==> src/shared/cmbuf_consts.svh <==
`ifndef CMBUF_CONSTS_SVH
`define CMBUF_CONSTS_SVH
`define CMBUF_WORD_W        16
`define CMBUF_BOARD_WORDS   4096
`define CMBUF_MAX_WORDS     32768
`define CMBUF_ADDR_W        15
`define CMBUF_LOCAL_W       12
`define CMBUF_X_W           6
`define CMBUF_Y_W           6
`define CMBUF_BOARD_W       3
`define CMBUF_BOARD_DEF     3'h0
`define CMBUF_CLK_NS        25
`define CMBUF_CYC_SHORT_NS  800
`define CMBUF_CYC_LONG_NS   1600
`define CMBUF_FIFO_DEPTH    32
`define CMBUF_ZERO_WORD     16'h0000
`define CMBUF_ZERO_ADDR     15'h0000
`define CMBUF_ZERO_CNT      7'h00
`define CMBUF_CNT_W         7
`endif

==> src/shared/cmbuf_pkg.sv <==
`include "cmbuf_consts.svh"
package cmbuf_pkg;
    typedef logic [`CMBUF_WORD_W-1:0] cmbuf_word_t;
    typedef enum logic [1:0] {
        CMBUF_IDLE  = 2'h0,
        CMBUF_READ  = 2'h1,
        CMBUF_WRITE = 2'h2
    } cmbuf_phase_t;
    typedef struct packed {
        logic read_current_phase_one;
        logic read_current_phase_two;
        logic sense_sample;
        logic buffer_capture_pulse;
        logic write_suppress;
        logic address_capture_pulse;
        logic buffer_zero_pulse;
        logic with_accumulator;
    } cmbuf_ctl_t;
    typedef struct packed {
        logic bus_capture_en;
        logic bus_output_en;
        logic out_transfer_a;
        logic return_path_block;
    } cmbuf_io_t;
    typedef struct packed {
        logic [`CMBUF_X_W-1:0] x_sel_idx;
        logic [`CMBUF_Y_W-1:0] y_sel_idx;
        logic                  board_hit;
    } cmbuf_sel_t;
endpackage

==> src/hdl/cmbuf_fifo.sv <==
`timescale 1ns/100ps
`default_nettype none
module cmbuf_fifo #(
    parameter int WIDTH = 16,
    parameter int DEPTH = 32
) (
    input  wire logic             sys_clk_i,
    input  wire logic             rst_n_i,
    input  wire logic [WIDTH-1:0] in_data_i,
    input  wire logic             in_valid_i,
    output logic                  in_ready_o,
    output logic      [WIDTH-1:0] out_data_o,
    output logic                  out_valid_o,
    input  wire logic             out_ready_i
);
    localparam int AW = $clog2(DEPTH);
    logic [WIDTH-1:0] mem [DEPTH];
    logic [AW-1:0]    wr_r;
    logic [AW-1:0]    rd_r;
    logic [AW:0]      cnt_r;
    logic             push;
    logic             pop;
    assign in_ready_o  = (cnt_r != (AW+1)'(DEPTH));
    assign out_valid_o = (cnt_r != '0);
    assign out_data_o  = mem[rd_r];
    assign push = in_valid_i && in_ready_o;
    assign pop  = out_valid_o && out_ready_i;
    always_ff @(posedge sys_clk_i) begin
        if (!rst_n_i) begin
            wr_r  <= '0;
            rd_r  <= '0;
            cnt_r <= '0;
        end else begin
            if (push) begin
                wr_r <= (wr_r == AW'(DEPTH-1)) ? '0 : wr_r + 1'b1;
            end
            if (pop) begin
                rd_r <= (rd_r == AW'(DEPTH-1)) ? '0 : rd_r + 1'b1;
            end
            cnt_r <= cnt_r + (AW+1)'(push) - (AW+1)'(pop);
        end
    end
    always_ff @(posedge sys_clk_i) begin
        if (push) begin
            mem[wr_r] <= in_data_i;
        end
    end
endmodule
`default_nettype wire

==> src/hdl/cmbuf_core.sv <==
// Contract
// RULE_01: board holds 4096 16-bit words; boards stack up to 32768 words.
// RULE_02: address holder decodes into X and Y select; it only holds.
// RULE_03: before a write, data holder captures the write source bus word.
// RULE_04: each data bit drives its own write-suppress flip-flop in write phase.
// RULE_05: on read, sense outputs set data holder bits unconditionally; here only while the readback FIFO has room (rb_ready).
// RULE_06: data holder drives readback bus to processor, state logic, display.
// RULE_07: bus capture enable loads data holder from the io data bus.
// RULE_08: bus output enable drives data holder onto io bus; otherwise undriven.
// RULE_09: processor timing makes every memory control pulse.
// RULE_10: io command signals valid together with the data word.
// RULE_11: reference cycle 0.8 us without, 1.6 us with accumulator.
// RULE_12: return path block stops data holder driving the readback bus; words already in the readback FIFO still drain out.
// RULE_13: io data bus is 16 bits wide.
// RULE_14: buffer zero clears all data bits before the sense sample.
`timescale 1ns/100ps
`default_nettype none
`include "cmbuf_consts.svh"
module cmbuf_core
    import cmbuf_pkg::*;
#(
    parameter int                      WORD_W   = `CMBUF_WORD_W,
    parameter int                      FIFO_DEP = `CMBUF_FIFO_DEPTH,
    parameter logic [`CMBUF_BOARD_W-1:0] BOARD_ID = `CMBUF_BOARD_DEF
) (
    input  wire logic                     sys_clk_i,
    input  wire logic                     rst_n_i,
    input  wire cmbuf_ctl_t               ctl_i,
    input  wire cmbuf_io_t                io_i,
    input  wire logic [`CMBUF_ADDR_W-1:0] addr_i,
    input  wire cmbuf_word_t              write_source_bus_i,
    input  wire cmbuf_word_t              sense_i,
    input  wire cmbuf_word_t              io_data_i,
    output cmbuf_word_t                   io_data_o,
    output logic                          io_data_oe_n_o,
    output cmbuf_word_t                   readback_o,
    output logic                          readback_valid_o,
    input  wire logic                     readback_ready_i,
    output cmbuf_sel_t                    sel_o,
    output cmbuf_word_t                   suppress_o,
    output logic                          cycle_busy_o,
    output logic                          cycle_overrun_o
);
    localparam int SHORT_CYC = `CMBUF_CYC_SHORT_NS / `CMBUF_CLK_NS;
    localparam int LONG_CYC  = `CMBUF_CYC_LONG_NS / `CMBUF_CLK_NS;

    typedef struct packed {
        logic [`CMBUF_ADDR_W-1:0] core_address_holder;
        cmbuf_word_t              core_data_holder;
        cmbuf_word_t              suppress;
        cmbuf_phase_t             phase;
        logic [`CMBUF_CNT_W-1:0]  cnt;
        logic                     long_cyc;
        logic                     zeroed;
        logic                     overrun;
        logic                     drive_io;
    } cmbuf_state_t;

    cmbuf_state_t st_r;
    cmbuf_state_t st_nxt;
    logic         rb_ready;
    logic [`CMBUF_CNT_W-1:0] limit;

    // readback path is buffered; once a stalled consumer fills it, new sense samples are dropped
    cmbuf_fifo #(
        .WIDTH (WORD_W),
        .DEPTH (FIFO_DEP)
    ) u_readback_fifo (
        .sys_clk_i   (sys_clk_i),
        .rst_n_i     (rst_n_i),
        .in_data_i   (st_r.core_data_holder),
        .in_valid_i  (st_r.phase == CMBUF_READ && !io_i.return_path_block), // RULE_06 RULE_12
        .in_ready_o  (rb_ready),
        .out_data_o  (readback_o),
        .out_valid_o (readback_valid_o),
        .out_ready_i (readback_ready_i)
    );

    // the idle edge is the cycle's last one, so the count stops one short
    assign limit = st_r.long_cyc ? `CMBUF_CNT_W'(LONG_CYC - 1)
                                 : `CMBUF_CNT_W'(SHORT_CYC - 1); // RULE_11

    always_comb begin
        st_nxt = st_r;
        if (ctl_i.address_capture_pulse) begin
            st_nxt.core_address_holder = addr_i; // RULE_02
            st_nxt.phase    = CMBUF_IDLE;
            st_nxt.cnt      = `CMBUF_ZERO_CNT;
            st_nxt.long_cyc = ctl_i.with_accumulator;
            st_nxt.zeroed   = 1'b0;
            // an old cycle ending on this edge still reports its overrun
            st_nxt.overrun  = (st_r.cnt >= limit) && (st_r.phase != CMBUF_IDLE);
        end else if (st_r.cnt < limit) begin
            st_nxt.cnt = st_r.cnt + 1'b1;
        end else begin
            st_nxt.overrun = st_r.phase != CMBUF_IDLE; // RULE_11
            st_nxt.phase   = CMBUF_IDLE;
        end
        if (ctl_i.read_current_phase_one || ctl_i.read_current_phase_two) begin // RULE_09
            st_nxt.phase = CMBUF_READ;
        end
        if (ctl_i.buffer_zero_pulse) begin
            st_nxt.core_data_holder = `CMBUF_ZERO_WORD; // RULE_14
            st_nxt.zeroed = 1'b1;
        end else if (ctl_i.sense_sample && rb_ready) begin
            // or-in: bits only set, zero pulse already cleared the word
            st_nxt.core_data_holder = st_r.core_data_holder | sense_i; // RULE_05 RULE_14
        end else if (ctl_i.buffer_capture_pulse) begin
            st_nxt.core_data_holder = write_source_bus_i; // RULE_03
            st_nxt.phase = CMBUF_WRITE;
        end else if (io_i.bus_capture_en) begin
            st_nxt.core_data_holder = io_data_i; // RULE_07 RULE_13
        end
        if (ctl_i.write_suppress) begin
            // a zero bit blocks storage at that position
            for (int b = 0; b < WORD_W; b++) begin
                st_nxt.suppress[b] = ~st_r.core_data_holder[b]; // RULE_04
            end
        end else begin
            st_nxt.suppress = `CMBUF_ZERO_WORD;
        end
        st_nxt.drive_io = io_i.bus_output_en; // RULE_08 RULE_10
    end

    always_ff @(posedge sys_clk_i) begin
        if (!rst_n_i) begin
            st_r.core_address_holder <= `CMBUF_ZERO_ADDR;
            st_r.core_data_holder    <= `CMBUF_ZERO_WORD;
            st_r.suppress            <= `CMBUF_ZERO_WORD;
            st_r.phase               <= CMBUF_IDLE;
            st_r.cnt                 <= `CMBUF_ZERO_CNT;
            st_r.long_cyc            <= 1'b0;
            st_r.zeroed              <= 1'b0;
            st_r.overrun             <= 1'b0;
            st_r.drive_io            <= 1'b0;
        end else begin
            st_r <= st_nxt;
        end
    end

    // 4096-word board: 6+6 bits X/Y, top 3 bits pick the board
    assign sel_o.x_sel_idx = st_r.core_address_holder[`CMBUF_X_W-1:0]; // RULE_01 RULE_02
    assign sel_o.y_sel_idx = st_r.core_address_holder[`CMBUF_LOCAL_W-1:`CMBUF_X_W];
    assign sel_o.board_hit = st_r.core_address_holder[`CMBUF_ADDR_W-1:`CMBUF_LOCAL_W] == BOARD_ID;
    assign suppress_o      = st_r.suppress;
    assign io_data_o       = st_r.core_data_holder;
    assign io_data_oe_n_o  = ~st_r.drive_io; // RULE_08
    assign cycle_busy_o    = st_r.phase != CMBUF_IDLE;
    assign cycle_overrun_o = st_r.overrun;

    a_write_capture: assert property (@(posedge sys_clk_i) disable iff (!rst_n_i) // RULE_03
        ctl_i.buffer_capture_pulse && !ctl_i.buffer_zero_pulse && !ctl_i.sense_sample
        |=> st_r.core_data_holder == $past(write_source_bus_i))
        else $error("write word not captured");
    a_zero_clear: assert property (@(posedge sys_clk_i) disable iff (!rst_n_i) // RULE_14
        ctl_i.buffer_zero_pulse |=> io_data_o == `CMBUF_ZERO_WORD)
        else $error("zero pulse did not clear");
    a_sense_set: assert property (@(posedge sys_clk_i) disable iff (!rst_n_i) // RULE_05
        ctl_i.sense_sample && rb_ready && !ctl_i.buffer_zero_pulse
        |=> (io_data_o & $past(sense_i)) == $past(sense_i))
        else $error("sense bit not set");
    a_io_capture: assert property (@(posedge sys_clk_i) disable iff (!rst_n_i) // RULE_07
        io_i.bus_capture_en && !ctl_i.buffer_zero_pulse && !ctl_i.sense_sample
        && !ctl_i.buffer_capture_pulse |=> io_data_o == $past(io_data_i))
        else $error("io word not captured");
    a_io_drive: assert property (@(posedge sys_clk_i) disable iff (!rst_n_i) // RULE_08
        ##1 io_data_oe_n_o == !$past(io_i.bus_output_en))
        else $error("io drive enable wrong");
    a_suppress_bits: assert property (@(posedge sys_clk_i) disable iff (!rst_n_i) // RULE_04
        ctl_i.write_suppress |=> suppress_o == ~$past(st_r.core_data_holder))
        else $error("suppress bits wrong");
    a_addr_decode: assert property (@(posedge sys_clk_i) disable iff (!rst_n_i) // RULE_02
        ctl_i.address_capture_pulse |=> {sel_o.y_sel_idx, sel_o.x_sel_idx}
        == $past(addr_i[`CMBUF_LOCAL_W-1:0]))
        else $error("select decode wrong");
    a_block_rb: assert property (@(posedge sys_clk_i) disable iff (!rst_n_i) // RULE_12
        io_i.return_path_block && readback_valid_o == 1'b0 |=> readback_valid_o == 1'b0)
        else $error("readback while blocked");
    a_cycle_end: assert property (@(posedge sys_clk_i) disable iff (!rst_n_i) // RULE_11
        $rose(cycle_busy_o) |-> ##[1:64] !cycle_busy_o)
        else $error("cycle too long");
endmodule
`default_nettype wire

==> config.mk <==
export PLATFORM = sky130hd
export DESIGN_NAME = cmbuf_core
export DESIGN_NICKNAME = d
export VERILOG_FILES = /design/src/shared/cmbuf_pkg.sv /design/src/hdl/cmbuf_fifo.sv /design/src/hdl/cmbuf_core.sv
export VERILOG_INCLUDE_DIRS = /design/src /design/src/shared
export SDC_FILE = /design/constraint.sdc
export NUM_CORES = 1
export LEC_CHECK = 0
export BUFFER_PORTS_ARGS = -buffer_cell sky130_fd_sc_hd__buf_2
export CELL_PAD_IN_SITES_DETAIL_PLACEMENT = 0
export CELL_PAD_IN_SITES_GLOBAL_PLACEMENT = 2
export CORE_MARGIN = 1
export CORE_UTILIZATION = 25
export DETAILED_ROUTE_END_ITERATION = 8
export PLACE_DENSITY_LB_ADDON = 0.1
export SLEW_MARGIN = 20
export SYNTH_ARGS = -nofsm -noshare
export SYNTH_HDL_FRONTEND = slang
export SYNTH_SLANG_ARGS = --single-unit
==> constraint.sdc <==
create_clock -name sys_clk_i -period 2.5 [get_ports sys_clk_i]
set_input_delay 0.125 -clock sys_clk_i [delete_from_list [all_inputs] [get_ports sys_clk_i]]
set_output_delay 0.125 -clock sys_clk_i [all_outputs]
set_load 0.01 [all_outputs]
==> results.toml, run 1 <==
[status]
status = "complete, but fails checks"
violations = "setup timing"

[logic_synthesis]
synth_compound_area_share_pct = 5.328
synth_top_family_by_area = "multiplexers"
synth_common_cells = "512 x edfxtp_1, 144 x mux2i_1, 99 x nor2_1"
ys_seq_area_share_pct = 72.51
avgSynthCellArea_um2 = 16.81
synth_edf_count = 512
syn_inst = 1393
synth_cell_types = 53
yosys.area_share.simple_pct = 4.745
synthArstFlopShare_pct = 0
ys.flop_type = "edfxtp_1"
synth.area.top_cells = "edfxtp_1 66%, dfxtp_1 6.8%, mux2i_1 6.2%"
yosysTopAreaCell = "edfxtp_1"
syn_nets = 1490
syn-cell-area_mm2 = 0.02341
synth_fa_ha_area_share_pct = 1.047
yosys.area_share.xor_xnor_pct = 0.2993
yosys.cell_count.top_type = "edfxtp_1"
synth_mux_area_share_pct = 12.39
yosysTopAreaCellShare_pct = 65.67
yosysWarnings = 0
ys_ff_latch = 592

[clocking]
clkTransAtPathRegs_ns = 0.06
clock_path_buffers = 3
insertion_delay_ns = 0.61
numCtsBuffers = 73
root_buffer = "clkbuf_16"
cts_tree = "yes"
cts_max_level = 3
cts.sinks = 592

[setup_path]
worst_ep_arrival_time_ns = 2.61
r2r_cells = 6
cp_max_fo = 7
critical_path.endpoint_type = "primary output"
crit_required_ns = 2.38
critPathKind = "flop to primary output"
startpoint_type = "flop"

[final_layout]
multi_input_comb_area_mm2 = 0.005909
fillCellCount = 9150
postLayoutCellArea_mm2 = 0.03009
seqCellArea_mm2 = 0.01699
area_growth_pct = 28.49
drive_above_1_share_pct = 30.78
fin_nets = 1818

[pwr]
p_per_area_mw_per_mm2 = 813.9
p_leak_uw = 0.009985
worst_ir_drop_vdd_v = 0.0003753

[hold_path]
hold_path_class = "input pin to flop"
whs_path_depth = 3

[route]
vias_per_cell = 4.420
postRouteAntennaNets = 0
drc = 0
wirelength_um = 70620
vias = 13343
drt-initial-drc-count = 895
wl_per_cell_um = 23.39
drt_pass1_iterations = 5

[grt]
grt_pass1_vias = 13889
grt_max_degree = 36
grt_pass1_wl_um = 100700
antenna_found_initial = 4
grt_overflow = 0
track_usage_pct = 14.97

[sta]
period_share_pct = 109.3
whs_ns = 0.03738
final-setup-viol-count = 16
grt_setup_unrepaired = "true"
worst_pin_slew_ns = 0.9955
fin_crit_ns = 2.732
final_hold_viol_count = 0
finalMaxSlewViolations = 0
fmax_mhz = 366.1
fin_ws_ns = -0.2315
skew_ns = 0.02225
relSlewSlack_pct = 33.64

[die]
num_io_pins = 143
die_h_um = 308.0
die-area_mm2 = 0.09488
placement_rows = 111
fp.dieW_um = 308.0
start_util_pct = 25.39
coreArea_mm2 = 0.09222

[placed_design]
place.port_buffers = 141
post_dp_cell_area_mm2 = 0.02636
place_ws_ns = 0.06926
dp_hpwl_um = 43640
routabilityCongestion = 0.7078

[flow_run]
maxCapViolations = 0
cell usage in the layout, fill, tap and decap left out, types with 3 or more instances in the layout:
master and n:
nor2_1 65, mux2i_1 144, nor3_1 5, o21ai_0 35, clkbuf_8 3, clkinv_2 7, a221oi_1 16, nand3_2 5
buf_4 96, nand3_1 38, inv_2 4, buf_2 139, nand4_1 18, dlygate4sd3_1 71, buf_6 18, buf_16 5
nor2b_4 3, buf_12 36, nand3b_1 4, a31oi_1 3, nand2_1 34, nand2b_1 3, clkbuf_16 76, a21oi_1 13
mux4_2 64, bufinv_16 4, o21a_1 3, clkbuf_1 19, xor2_1 6, dfxtp_4 3, inv_1 31, clkinv_1 17
a22oi_1 67, ha_1 16, nor2_2 33, and3_1 5, edfxtp_1 512, dfxtp_1 75, and2_1 5, a22oi_2 29
final timing paths:
kind | to | from | slack [ns]
min reg2reg | cycle_overrun_o | cycle_overrun_o | 0.47
max | readback_o[4] | flop | -0.23
max reg2reg | st_r[11] | st_r[9] | 0.11
min | io_data_o[2] | write_source_bus_i[2] | 0.04
final cells by class:
type	count	share of cell area [%]
flip-flops and latches	592	56.47
clock buffers	96	6.529
well taps	1243	5.169
repair buffers	369	10.86
diodes	2	0.01664
clock inverters	32	0.8692
inverters	35	0.4367
multi-input cells	650	19.64
kinds of logic after synthesis:
group	count (synthesis)
adders and majority gates	19
buffers and inverters	153
DFF	592
muxes	208
AOI/OAI and AO/OA	179
and+or+nand+nor	234
xor gates and xnor gates	8
critical path: stages, from the launching register on:
cell and delay (ns):
dfxtp_4 0.47, buf_12 0.16, buf_6 0.09, mux4_2 0.49
a22oi_2 0.29, nand4_1 0.28, buf_2 0.23
state kept, by name (all words and copies together), names as in the netlist, named ones only:
name and flops:
io_data_o 16, u_readback_fifo.mem 512, st_r 14, suppress_o 16, sel_o 12, u_readback_fifo.wr_r 5
u_readback_fifo.rd_r 5, u_readback_fifo.cnt_r 6, cycle_overrun_o 1
routing by layer:
metal,part of all wire [%],GRT usage [%]
met1,44,18.99
met2,49,25.60
met3,3.5,2.893
met4,2.6,4.651
met5,0,0
per-stage QoR:
stage                     util [%]  instances  total power (uW)  setup TNS, ns
after floorplan                  -       1393             12950              0
after global placement       28.59       2780             14130              0
after detailed placement     28.59       2780             14130              0
after CTS                    32.43       3009             24780         -4.154
after global routing         32.62       3017             25520         -4.454
final                        32.62       3019             24490         -2.693
repair_timing:
action | 4_1_cts | 5_1_grt
buffers inserted | 23 | 9
resized for setup | 56 | 31
endpoints found under the setup margin | 16 | 17
cloned | 7 | 2
endpoints found under the hold margin | 42 | 0
hold buffers | 71 | 0
pin swaps | 20 | 25
power by group:
part / total [uW] / switching [uW] / leakage (uW) / internal [uW]
clock network: 9960 / 4050 / 0.00109 / 5920
logic: 3370 / 1790 / 0.00353 / 1580
registers: 11200 / 176 / 0.00537 / 11000
(Power assumes the default switching activity.)
==> inputs of run 2 (changes only) <==
--- a/config.mk
+++ b/config.mk
@@ -6,13 +6,14 @@
 export SDC_FILE = /design/constraint.sdc
 export NUM_CORES = 1
 export LEC_CHECK = 0
-export BUFFER_PORTS_ARGS = -buffer_cell sky130_fd_sc_hd__buf_2
+export BUFFER_PORTS_ARGS = -buffer_cell sky130_fd_sc_hd__clkbuf_2
 export CELL_PAD_IN_SITES_DETAIL_PLACEMENT = 0
 export CELL_PAD_IN_SITES_GLOBAL_PLACEMENT = 2
 export CORE_MARGIN = 1
 export CORE_UTILIZATION = 25
 export DETAILED_ROUTE_END_ITERATION = 8
 export PLACE_DENSITY_LB_ADDON = 0.1
+export SKIP_CTS_REPAIR_TIMING = 1
 export SLEW_MARGIN = 20
 export SYNTH_ARGS = -nofsm -noshare
 export SYNTH_HDL_FRONTEND = slang
==> constraint.sdc (replaced) <==
create_clock -name sys_clk_i -period 2.57 [get_ports sys_clk_i]
set_input_delay 0.1285 -clock sys_clk_i [delete_from_list [all_inputs] [get_ports sys_clk_i]]
set_output_delay 0.1285 -clock sys_clk_i [all_outputs]
set_load 0.01 [all_outputs]
==> run 2 against run 1 <==
  * Non-clock buffer count decreased by 23
  * Clock-buffer cell count decreased by 7
  * Flip-flop and latch count did not move
  * Worst setup slack improved by 0.063 ns
  * The run ends with hold timing, setup timing left
  * First-iteration DRC count is 11% lower
  * Critical endpoint is now readback_o[0]
  * Cell count fell by 0.79%
  * Critical path type unchanged
  * Final area is 0.67% lower
  * Total power shrank 1.0%
  * Via count fell by 0.75%
  * Wire length is essentially flat
  * Largest cell class unchanged
  * Hold slack got worse by 0.093 ns
==> results.toml, run 2 (synthesis results as in run 1) <==
[grt]
grt_pass1_vias = 13695
track_usage_pct = 14.74
grt_max_degree = 35
grt_pass1_wl_um = 98840
antenna_found_initial = 1
grt_overflow = 0

[placed_design]
place.port_buffers = 141
place_ws_ns = 0.1156
dp.cells = 2781
dp_hpwl_um = 43550
routabilityCongestion = 0.7201

[sta]
finalMaxSlewViolations = 0
final_hold_viol_count = 6
grt_setup_unrepaired = "true"
worst_pin_slew_ns = 0.7751
period_share_pct = 106.5
final-setup-viol-count = 15
whs_ns = -0.05562
fin_crit_ns = 2.738
fin_setup_tns_ns = -1.551
fmax_mhz = 365.2
fin_ws_ns = -0.1683
skew_ns = 0.02792
relSlewSlack_pct = 48.27

[final_layout]
drive_above_1_share_pct = 29.05
area_growth_pct = 27.63
mostFrequentLayoutCells = "512 x edfxtp_1, 144 x mux2i_1, 138 x clkbuf_2, 97 x buf_4, 84 x a22oi_1"
fin_nets = 1793
largest_reg_flops = 512
antennaDiodeCount = 0
mostFrequentLayoutCell = "edfxtp_1"
fin_cells = 2995
regMostFlops = "u_readback_fifo.mem"

[flow_run]
maxCapViolations = 0

[hold_path]
hold_path_class = "input pin to flop"

[status]
violations = "hold timing, setup timing"
status = "complete, but fails checks"

[setup_path]
crit_required_ns = 2.44
slowest_delay_ns = 0.57
critical_path.endpoint_type = "primary output"
cp_cell_sequence = "buf_16 -> mux4_2 -> a22oi_2 -> buf_4 -> nand4_1 -> buf_2"
critPathKind = "flop to primary output"
worst_ep_arrival_time_ns = 2.61
cp_max_fo = 14
startpoint_type = "flop"
cpMaxStageDelayCell = "mux4_2"
crit_buf_inv = 3
crit_family = "buffers and inverters"

[clocking]
cts.sinks = 592
clkTransAtPathRegs_ns = 0.05
insertion_delay_ns = 0.62
clock_path_buffers = 3
root_buffer = "clkbuf_16"
cts_tree = "yes"
numCtsBuffers = 73
cts_max_level = 3

[route]
drc = 0
vias_per_cell = 4.422
drt-initial-drc-count = 796
postRouteAntennaNets = 0
wl_per_cell_um = 23.59
vias = 13243
wirelength_um = 70660
drt_pass1_iterations = 5

[die]
coreArea_mm2 = 0.09222
placement_rows = 111
fp.dieW_um = 308.0
start_util_pct = 25.39
num_io_pins = 143
die_h_um = 308.0
die-area_mm2 = 0.09488

[pwr]
worst_ir_drop_vdd_v = 0.0004000
p_leak_uw = 0.009932
p_per_area_mw_per_mm2 = 811.1
-- run 2: through the flow --
step	total power [uW]	cell area (um2)	utilization (%)
6_report	24240	29880	32.41
2_1_floorplan	12560	23410	-
4_1_cts	24420	28880	31.31
3_5_place_dp	13780	26420	28.65
3_3_place_gp	13780	26420	28.65
5_1_grt	25220	29880	32.41
-- run 2: area by class of cell --
class,instances,area [um2]
fill,9168,62330
sequential,592,16990
multi-input combinational,648,5758
timing repair buffer,346,3000
clock buffer,89,1971
tap,1243,1555
clock inverter,42,483.0
inverter,35,131.4
-- run 2: final timing paths --
path | start | cells past startpoint | slack, ns | endpoint
max | flop | 6 | -0.17 | readback_o[0]
min | io_data_i[4] | 5 | -0.06 | io_data_o[4]
max reg2reg | u_readback_fifo.cnt_r[2] | 14 | 0.21 | u_readback_fifo.cnt_r[4]
min reg2reg | io_data_o[10] | 1 | 0.46 | suppress_o[10]
-- run 2: per-layer routing --
layer	global-route usage, %	wire length, um	part of all wire [%]
met1	18.89	31650	45
met2	25.75	35620	50
met3	2.556	2148	3.0
met4	3.355	1244	1.8
met5	0	0	0
-- run 2: worst reg2reg max path: stages (launching register included) --
cell       delay (ns)
dfxtp_1          0.31
inv_1            0.08
ha_1             0.17
nand4bb_1        0.14
nand2_1          0.11
inv_1            0.05
ha_1             0.26
inv_1            0.05
ha_1             0.15
inv_1            0.06
fa_2             0.36
nand2b_1         0.16
a21oi_2          0.15
o21a_1           0.12
nor3_1           0.04
-- run 2: power by group --
part	switching [uW]	internal (uW)
registers	110	10700
clock network	4110	6380
logic	1690	1270
